`src/rtl/sep_defines.vh`:
```
// Offsets, field positions, opcodes and timing constants of the command port
`ifndef SEP_DEFINES_VH
`define SEP_DEFINES_VH

// Register offsets
`define SEP_OFS_CMD 9'h1B4
`define SEP_OFS_DATA 9'h1B8

// Command and data register fields
`define SEP_BUSY_BIT 31
`define SEP_OP_HI 30
`define SEP_OP_LO 28
`define SEP_OVF_BIT 18
`define SEP_TMO_BIT 17
`define SEP_CFG_BIT 16
`define SEP_ADDR_HI 15
`define SEP_ADDR_LO 0
`define SEP_DATA_HI 7

// Reset values
`define SEP_OP_RST 3'h0
`define SEP_ADDR_RST 16'h0000
`define SEP_DATA_RST 8'h00

// Operation codes
`define SEP_OP_READ 3'h0
`define SEP_OP_WDIS 3'h1
`define SEP_OP_WEN 3'h2
`define SEP_OP_WRITE 3'h3
`define SEP_OP_WALL 3'h4
`define SEP_OP_ERASE 3'h5
`define SEP_OP_EALL 3'h6
`define SEP_OP_RELOAD 3'h7

// Serial instruction opcodes and extended sub-codes
`define SEP_INS_READ 2'h2
`define SEP_INS_WRITE 2'h1
`define SEP_INS_ERASE 2'h3
`define SEP_INS_EXT 2'h0
`define SEP_EXT_WDIS 2'h0
`define SEP_EXT_WALL 2'h1
`define SEP_EXT_EALL 2'h2
`define SEP_EXT_WEN 2'h3

// Frame lengths in bits: start, opcode, address, optional data
`define SEP_LEN_CMD 6'h0B
`define SEP_LEN_DATA 6'h13

// Signature expected at the first location of a programmed part
`define SEP_SIGNATURE 8'hA5

// Program-cycle timeout
`define SEP_TIMEOUT_MS 30
`define SEP_CLK_KHZ 25000

`endif

```
`src/rtl/sep_serial_engine.v`:
```
// Bit-level serial engine: shifts a frame out, optionally a byte in, waits
`timescale 1ns/1ps
module sep_serial_engine #(
	parameter TIMEOUT_CYC = 750000,
	parameter TO_W = 20
) (
	input wire mclk_i,
	input wire srst_i,
	input wire start_i,
	input wire [31:0] frame_i,
	input wire [5:0] frame_len_i,
	input wire rx_en_i,
	input wire wait_ready_i,
	output wire done_o,
	output wire timed_out_o,
	output wire [7:0] rx_byte_o,
	output wire cs_o,
	output wire sck_o,
	output wire dout_o,
	input wire din_i
);
	localparam S_IDLE = 3'h0;
	localparam S_TX = 3'h1;
	localparam S_RX = 3'h2;
	localparam S_GAP = 3'h3;
	localparam S_WAIT = 3'h4;
	// Full-width count first, then cut to the timer width on purpose
	localparam [31:0] TO_LAST_W = TIMEOUT_CYC - 1;
	localparam [TO_W-1:0] TO_LAST = TO_LAST_W[TO_W-1:0];

	reg [2:0] state_r;
	reg phase_r;
	reg [5:0] cnt_r;
	reg [31:0] sh_r;
	reg [7:0] rx_r;
	reg [TO_W-1:0] to_r;
	reg done_r;
	reg tmo_r;
	reg cs_r;
	reg sck_r;
	reg do_r;

	assign done_o = done_r;
	assign timed_out_o = tmo_r;
	assign rx_byte_o = rx_r;
	assign cs_o = cs_r;
	assign sck_o = sck_r;
	assign dout_o = do_r;

	// Serial clock runs at half the system clock; data moves on the low phase
	always @(posedge mclk_i) begin
		if (srst_i) begin
			state_r <= S_IDLE;
			phase_r <= 1'b0;
			cnt_r <= 6'h00;
			sh_r <= 32'h00000000;
			rx_r <= 8'h00;
			to_r <= {TO_W{1'b0}};
			done_r <= 1'b0;
			tmo_r <= 1'b0;
			cs_r <= 1'b0;
			sck_r <= 1'b0;
			do_r <= 1'b0;
		end else begin
			done_r <= 1'b0;
			case (state_r)
			S_IDLE: begin
				if (start_i) begin
					sh_r <= frame_i;
					cnt_r <= frame_len_i;
					cs_r <= 1'b1;
					phase_r <= 1'b0;
					tmo_r <= 1'b0;
					state_r <= S_TX;
				end
			end
			S_TX: begin
				phase_r <= ~phase_r;
				if (!phase_r) begin
					sck_r <= 1'b0;
					do_r <= sh_r[31];
					sh_r <= {sh_r[30:0], 1'b0};
				end else begin
					sck_r <= 1'b1;
					cnt_r <= cnt_r - 6'h01;
					if (cnt_r == 6'h01) begin
						cnt_r <= 6'h08;
						state_r <= rx_en_i ? S_RX : S_GAP;
					end
				end
			end
			S_RX: begin
				phase_r <= ~phase_r;
				if (!phase_r) begin
					sck_r <= 1'b0;
					do_r <= 1'b0;
				end else begin
					// Sample on the rising serial edge, MSB first
					sck_r <= 1'b1;
					rx_r <= {rx_r[6:0], din_i};
					cnt_r <= cnt_r - 6'h01;
					if (cnt_r == 6'h01)
						state_r <= S_GAP;
				end
			end
			S_GAP: begin
				// Dropping select starts the internal program cycle
				sck_r <= 1'b0;
				cs_r <= 1'b0;
				do_r <= 1'b0;
				to_r <= {TO_W{1'b0}};
				if (wait_ready_i) begin
					state_r <= S_WAIT;
				end else begin
					done_r <= 1'b1;
					state_r <= S_IDLE;
				end
			end
			S_WAIT: begin
				// Absent part leaves data-in low, so only the timer ends this
				cs_r <= 1'b1;
				if (cs_r && din_i) begin
					cs_r <= 1'b0;
					done_r <= 1'b1;
					state_r <= S_IDLE;
				end else if (to_r == TO_LAST) begin
					cs_r <= 1'b0;
					tmo_r <= 1'b1;
					done_r <= 1'b1;
					state_r <= S_IDLE;
				end else begin
					to_r <= to_r + {{(TO_W-1){1'b0}}, 1'b1};
				end
			end
			default: state_r <= S_IDLE;
			endcase
		end
	end
endmodule // sep_serial_engine

```
`src/rtl/sep_command_port.v`:
```
// Serial EEPROM command port: command/data registers, sequencer, loader
// Functional notes
// - Writing busy one starts selected operation
// - Busy holds during operation, self-clears, resets one
// - Read done means data register valid
// - Write without part: busy until timeout
// - Busy set at reset until loader finishes
// - Three-bit opcode at 30:28 selects operation
// - Opcode runs only with busy; one at a time
// - Write-disable sends erase/write lock instruction in three-wire mode
// - Write-enable unlocks erase/write in three-wire mode; software issues first
// - Write stores data byte at address
// - Write-all fills every location with data in three-wire mode
// - Reload checks signature, reports in loaded flag
// - Reload drops device ready until finished
// - No response in 30 ms sets timeout
// - Address field at 15:0, byte aligned
// - Data register bits 7:0 hold byte
`timescale 1ns/1ps
`include "sep_defines.vh"
module sep_command_port #(
	parameter TIMEOUT_CYC = `SEP_TIMEOUT_MS * `SEP_CLK_KHZ,
	parameter TO_W = 20
) (
	input wire mclk_i,
	input wire srst_i,
	input wire [8:0] reg_addr_i,
	input wire reg_wr_i,
	input wire [31:0] reg_wdata_i,
	input wire reg_rd_i,
	output wire [31:0] reg_rdata_o,
	input wire three_wire_mode_i,
	output wire ee_cs_o,
	output wire ee_sck_o,
	output wire ee_dout_o,
	input wire ee_din_i,
	output wire controller_busy_o,
	output wire cfg_loaded_o,
	output wire dev_ready_o
);
	localparam M_IDLE = 2'h0;
	localparam M_LAUNCH = 2'h1;
	localparam M_RUN = 2'h2;

	reg [1:0] state_r;
	reg busy_r;
	reg load_r;
	reg [2:0] op_r;
	reg [15:0] addr_r;
	reg [7:0] data_r;
	reg tmo_r;
	reg cfg_r;
	reg ready_r;
	reg [31:0] rdata_r;
	reg eng_start_r;
	reg [31:0] frame;
	reg [5:0] frame_len;
	reg rx_en;
	reg wait_rdy;
	reg supported;
	wire eng_done;
	wire eng_tmo;
	wire [7:0] eng_rx;
	wire [7:0] ee_addr;
	wire cmd_wr;
	wire data_wr;

	assign reg_rdata_o = rdata_r;
	assign controller_busy_o = busy_r;
	assign cfg_loaded_o = cfg_r;
	assign dev_ready_o = ready_r;
	// Loader always reads the first location
	assign ee_addr = load_r ? 8'h00 : addr_r[7:0];
	// Writes during an operation are dropped whole
	assign cmd_wr = reg_wr_i && reg_addr_i == `SEP_OFS_CMD && !busy_r;
	assign data_wr = reg_wr_i && reg_addr_i == `SEP_OFS_DATA && !busy_r;

	// Build the serial frame for the held opcode
	always @* begin
		frame = 32'h00000000;
		frame_len = `SEP_LEN_CMD;
		rx_en = 1'b0;
		wait_rdy = 1'b0;
		supported = three_wire_mode_i;
		if (load_r) begin
			frame = {1'b1, `SEP_INS_READ, ee_addr, 21'h000000};
			rx_en = 1'b1;
			supported = 1'b1;
		end else begin
			case (op_r)
			`SEP_OP_READ: begin
				frame = {1'b1, `SEP_INS_READ, ee_addr, 21'h000000};
				rx_en = 1'b1;
				supported = 1'b1;
			end
			`SEP_OP_WDIS: begin
				frame = {1'b1, `SEP_INS_EXT, `SEP_EXT_WDIS, 27'h0};
			end
			`SEP_OP_WEN: begin
				frame = {1'b1, `SEP_INS_EXT, `SEP_EXT_WEN, 27'h0};
			end
			`SEP_OP_WRITE: begin
				frame = {1'b1, `SEP_INS_WRITE, ee_addr, data_r, 13'h0};
				frame_len = `SEP_LEN_DATA;
				wait_rdy = 1'b1;
				supported = 1'b1;
			end
			`SEP_OP_WALL: begin
				frame = {1'b1, `SEP_INS_EXT, `SEP_EXT_WALL, 6'h00, data_r,
					13'h0};
				frame_len = `SEP_LEN_DATA;
				wait_rdy = 1'b1;
			end
			`SEP_OP_ERASE: begin
				frame = {1'b1, `SEP_INS_ERASE, ee_addr, 21'h000000};
				wait_rdy = 1'b1;
			end
			`SEP_OP_EALL: begin
				frame = {1'b1, `SEP_INS_EXT, `SEP_EXT_EALL, 27'h0};
				wait_rdy = 1'b1;
			end
			default: begin
				frame = 32'h00000000;
			end
			endcase
		end
	end

	// Sequencer, register writes and status flags
	always @(posedge mclk_i) begin
		if (srst_i) begin
			// Loader starts straight out of reset with busy raised
			state_r <= M_LAUNCH;
			busy_r <= 1'b1;
			load_r <= 1'b1;
			op_r <= `SEP_OP_RST;
			addr_r <= `SEP_ADDR_RST;
			data_r <= `SEP_DATA_RST;
			tmo_r <= 1'b0;
			cfg_r <= 1'b0;
			ready_r <= 1'b0;
			eng_start_r <= 1'b0;
		end else begin
			eng_start_r <= 1'b0;
			if (data_wr)
				data_r <= reg_wdata_i[`SEP_DATA_HI:0];
			if (cmd_wr) begin
				op_r <= reg_wdata_i[`SEP_OP_HI:`SEP_OP_LO];
				addr_r <= reg_wdata_i[`SEP_ADDR_HI:`SEP_ADDR_LO];
				// Flag clears come first so a same-cycle set wins below
				if (reg_wdata_i[`SEP_TMO_BIT])
					tmo_r <= 1'b0;
				if (reg_wdata_i[`SEP_CFG_BIT])
					cfg_r <= 1'b0;
				if (reg_wdata_i[`SEP_BUSY_BIT]) begin
					busy_r <= 1'b1;
					state_r <= M_LAUNCH;
					if (reg_wdata_i[`SEP_OP_HI:`SEP_OP_LO] == `SEP_OP_RELOAD) begin
						load_r <= 1'b1;
						cfg_r <= 1'b0;
						ready_r <= 1'b0;
					end
				end
			end
			case (state_r)
			M_IDLE: begin
			end
			M_LAUNCH: begin
				if (supported) begin
					eng_start_r <= 1'b1;
					state_r <= M_RUN;
				end else begin
					// Lock, unlock, single-erase and bulk codes need the three-wire part
					tmo_r <= 1'b1;
					busy_r <= 1'b0;
					state_r <= M_IDLE;
				end
			end
			M_RUN: begin
				if (eng_done) begin
					busy_r <= 1'b0;
					state_r <= M_IDLE;
					if (eng_tmo)
						tmo_r <= 1'b1;
					if (load_r) begin
						load_r <= 1'b0;
						ready_r <= 1'b1;
						cfg_r <= (eng_rx == `SEP_SIGNATURE);
					end else if (op_r == `SEP_OP_READ) begin
						data_r <= eng_rx;
					end
				end
			end
			default: state_r <= M_IDLE;
			endcase
		end
	end

	// Read data registered one cycle after the strobe; holes read zero
	always @(posedge mclk_i) begin
		if (srst_i) begin
			rdata_r <= 32'h00000000;
		end else if (reg_rd_i) begin
			case (reg_addr_i)
			`SEP_OFS_CMD: rdata_r <= {busy_r, op_r, 9'h000, 1'b0, tmo_r,
				cfg_r, addr_r};
			`SEP_OFS_DATA: rdata_r <= {24'h000000, data_r};
			default: rdata_r <= 32'h00000000;
			endcase
		end
	end

	// Bit engine holds the 30 ms program-cycle timer
	sep_serial_engine #(
		.TIMEOUT_CYC(TIMEOUT_CYC),
		.TO_W(TO_W)
	) u_engine (
		.mclk_i(mclk_i),
		.srst_i(srst_i),
		.start_i(eng_start_r),
		.frame_i(frame),
		.frame_len_i(frame_len),
		.rx_en_i(rx_en),
		.wait_ready_i(wait_rdy),
		.done_o(eng_done),
		.timed_out_o(eng_tmo),
		.rx_byte_o(eng_rx),
		.cs_o(ee_cs_o),
		.sck_o(ee_sck_o),
		.dout_o(ee_dout_o),
		.din_i(ee_din_i)
	);
endmodule // sep_command_port

```
`config.mk`:
```
export PLATFORM = sky130hd
export DESIGN_NAME = sep_command_port
export DESIGN_NICKNAME = d
export VERILOG_FILES = /design/src/rtl/sep_serial_engine.v /design/src/rtl/sep_command_port.v
export VERILOG_INCLUDE_DIRS = /design/src /design/src/rtl
export SDC_FILE = /design/constraint.sdc
export NUM_CORES = 1
export LEC_CHECK = 0
export ABC_AREA = 0
export BUFFER_PORTS_ARGS = -buffer_cell sky130_fd_sc_hd__buf_2
export CAP_MARGIN = 15
export CORE_MARGIN = 2
export CORE_UTILIZATION = 28
export DETAILED_ROUTE_END_ITERATION = 12
export SYNTH_ARGS = -nofsm -noshare
export SYNTH_HDL_FRONTEND = slang
export SYNTH_SLANG_ARGS = --single-unit
```
`constraint.sdc`:
```
create_clock -name mclk_i -period 2.6 [get_ports mclk_i]
set_clock_uncertainty 0.15 [all_clocks]
set_input_delay 0.13 -clock mclk_i [delete_from_list [all_inputs] [get_ports mclk_i]]
set_output_delay 0.13 -clock mclk_i [all_outputs]
set_load 0.01 [all_outputs]
```
==> results_dict.tcl <==
set metrics [dict create \
    outcome "completed" \
    slew_viol_final 0 \
    p_seq_share_pct 42.1 \
    fin_crit_ns 2.22 \
    htreeDepth 4 \
    hold_viol 0 \
    gp_congestion 0.775 \
    nFillCells 2000 \
    critPathMaxFanout 15 \
    fin_cells 1009 \
    drt-total-wl_um 13500 \
    ys_seq_area_share_pct 43.4 \
    p_sw_share_pct 25.0 \
    post_cts_buffers 0 \
    grt_max_degree 81 \
    power.internal_mw 3.48 \
    ant_nets 0 \
    r2r-end "u_engine.to_r[17]" \
    drive_gt1_share_pct 16.4 \
    synthCells 648 \
    synth_top_area_share_pct 43.4 \
    p_comb_share_pct 9.8 \
    startpoint "u_engine.state_r[1]" \
    cp-endpoint "u_engine.to_r[17]" \
    cap_viol_max_count 0 \
    fin_nets 785 \
    fmaxAchievable_ghz 0.450 \
    dp.cells 952 \
    grt_antenna_before_repair 0 \
    r2r_setup_slack_ns 0.38 \
    finish.utilization_pct 35.6 \
    worst_slew_pin_slew_ns 0.871 \
    core_area_sq_um 19300 \
    worstSetupPathType "flip-flop to flip-flop" \
    setup_violations 0 \
    cp.arrival_ns 2.40 \
    cts_tree "built" \
    multi_input_area_sq_um 2860 \
    grt_use_total_pct 13.3 \
    syn_area_per_cell_sq_um 8.48 \
    wl_per_cell_um 13.4 \
    cts-root-buf "clkbuf_16" \
    synth_flop_cell "dfxtp_1" \
    firstDrtPassIters 5 \
    clkLatencyLatePin_ns 0.41 \
    fp.dieH_um 144 \
    clkSlewWorstSetupHoldPaths_ns 0.06 \
    io-pin-count 85 \
    diodes 0 \
    crit_required_ns 2.78 \
    synth_top_area_cell "dfxtp_1" \
    vias 4837 \
    seqCellArea_sq_um 2380 \
    row_count 51 \
    relSlewSlack_pct 41.9 \
    ys_ff_latch 119 \
    cts_buffer_depth 2 \
    rsz0062_at_grt "false" \
    via_per_inst 4.79 \
    synth_area_sq_um 5490 \
    dpl.hpwl_um 9230 \
    async_flop_share_pct 0 \
    ys_types 64 \
    grt_pass1_wl_um 22100 \
    dieArea_sq_um 20800 \
    setup_tns_ns 0 \
    synth_edf_count 0 \
    drt_iter0_markers 316 \
    power.share.clock_pct 48.1 \
    rr_worst_depth 5 \
    finalCritPeriodShare_pct 85.5 \
    syn2layout_area_growth_pct 25.1 \
    initial_utilization_pct 28.4 \
    clock-sinks 119 \
    power.density_nw_per_um2 675 \
    grt_pass1_vias 4389 \
    drc_errors 0 \
    synth_warnings 0 \
    placement.io_buffers 64 \
    p_sw_mw 1.16 \
    crit_path_start_kind "flip-flop" \
    p_leak_nw 2.80 \
    end_kind "flip-flop" \
    timing.rr.start "u_engine.state_r[1]" \
    worst_hold_path_type "input pin to flip-flop" \
    grt.overflow.total 0 \
    numCtsBuffers 17 \
    peakVddDrop_uv 338 \
    die_w_um 144 \
    synth_area_leaders "dfxtp_1, nor2_1, mux2i_1, a21oi_1, nand2_1" \
]
cell families after synthesis:
kind of cell,after synthesis,synth area share (%)
other,1,0.0683
adders and majority gates,7,1.59
xor gates and xnor gates,16,2.55
buffers and inverters,63,5.22
and+or+nand+nor,274,25.3
muxes,28,5.12
DFF,119,43.4
AOI/OAI and AO/OA,140,16.8
state kept, by name (all words and copies together) (netlist names):
name / cells
load_r: 1
u_engine.sh_r: 19
tmo_r: 1
reg_rdata_o: 22
u_engine.cs_o: 1
data_r: 8
addr_r: 16
u_engine.state_r: 3
u_engine.rx_byte_o: 8
op_r: 3
u_engine.phase_r: 1
eng_start_r: 1
u_engine.to_r: 20
state_r: 2
u_engine.timed_out_o: 1
u_engine.dout_o: 1
cfg_loaded_o: 1
u_engine.cnt_r: 6
u_engine.done_o: 1
u_engine.sck_o: 1
dev_ready_o: 1
controller_busy_o: 1
power by group through the flow:
stage | Sequential (mW) | Combinational (mW) | Clock [mW]
final | 1.95 | 0.457 | 2.23
after CTS | 1.95 | 0.459 | 2.27
after global placement | 1.99 | 0.423 | 0
after global routing | 1.96 | 0.517 | 2.36
after floorplan | 1.97 | 0.316 | 0
after detailed placement | 1.99 | 0.427 | 0
synthesized netlist by cell type (all sizes together), types with 8 or more instances:
cell / n
o21ai: 28
nand2b: 10
a221oi: 16
a21oi: 51
xnor2: 9
nor2: 85
nand4: 9
clkbuf: 28
a22o: 8
buf: 20
inv: 15
nor3: 25
nor2b: 24
nand2: 52
nand3: 23
dfxtp: 119
or3: 8
mux2i: 27
layout make-up:
class / instances / area share [%]
multi-input combinational: 475 / 41.6
sequential: 119 / 34.6
timing repair buffer: 103 / 9.83
clock buffer: 22 / 6.90
tap: 265 / 4.82
clock inverter: 10 / 1.40
inverter: 15 / 0.819
worst max-delay path, cell delays in order (launching register included):
cell and delay (ns):
dfxtp_1 0.46, or3b_4 0.46, a21oi_4 0.23, o21ai_2 0.20, or4_1 0.50, a21oi_1 0.14
per-layer routing:
metal  routed length (um)  part of all wire, %  up-vias  GRT usage (%)
met5                    0                    0        -              0
met2                 6340                   47       94           21.0
met3                  456                  3.4       21           2.12
met1                 6440                   48     2258           18.1
met4                  244                  1.8        0           5.57
li1                     -                    -     2464              -
metrics by stage:
stage / hold WS (ns) / power, mW / worst slack (ns) / area, sq um
final: 0.0384 / 4.64 / 0.378 / 6880
after global routing: 0.0607 / 4.84 / 0.197 / 6880
after CTS: 0.0414 / 4.68 / 0.376 / 6880
after detailed placement: 0.219 / 2.42 / 0.392 / 6050
after global placement: 0.213 / 2.41 / 0.428 / 6050
after floorplan: 0.116 / 2.29 / 0.682 / 5530
worst min path at each step:
| stage | slack (ns) | start | end | cells after the start |
|---|---|---|---|---|
| 3_3_place_gp | 0.21 | reg_wdata_i[13] | addr_r[13] | 3 |
| 3_5_place_dp | 0.22 | reg_wdata_i[13] | addr_r[13] | 3 |
| 2_1_floorplan | 0.12 | ee_din_i | u_engine.rx_byte_o[0] | 2 |
| 5_1_grt | 0.06 | reg_wdata_i[31] | state_r[0] | 5 |
| 4_1_cts | 0.04 | reg_wdata_i[31] | state_r[0] | 5 |
| 6_report | 0.04 | reg_wdata_i[31] | state_r[0] | 5 |
what timing repair did:
action	4_1_cts	5_1_grt
hold buffers	25	0
gates resized for setup	0	0
hold endpoints to repair	36	0
layout by cell type, fill, tap and decap left out, drive strengths merged, types with 16 or more instances in the layout:
cell type | synthesis | layout
dfxtp | 119 | 119
nor2 | 85 | 85
buf | 20 | 78
nand2 | 52 | 52
a21oi | 51 | 51
o21ai | 28 | 28
mux2i | 27 | 27
nor3 | 25 | 25
dlygate4sd3 | 0 | 25
nor2b | 24 | 24
nand3 | 23 | 23
clkbuf | 28 | 22
a221oi | 16 | 16
inv | 15 | 16
(Power assumes the default switching activity.)
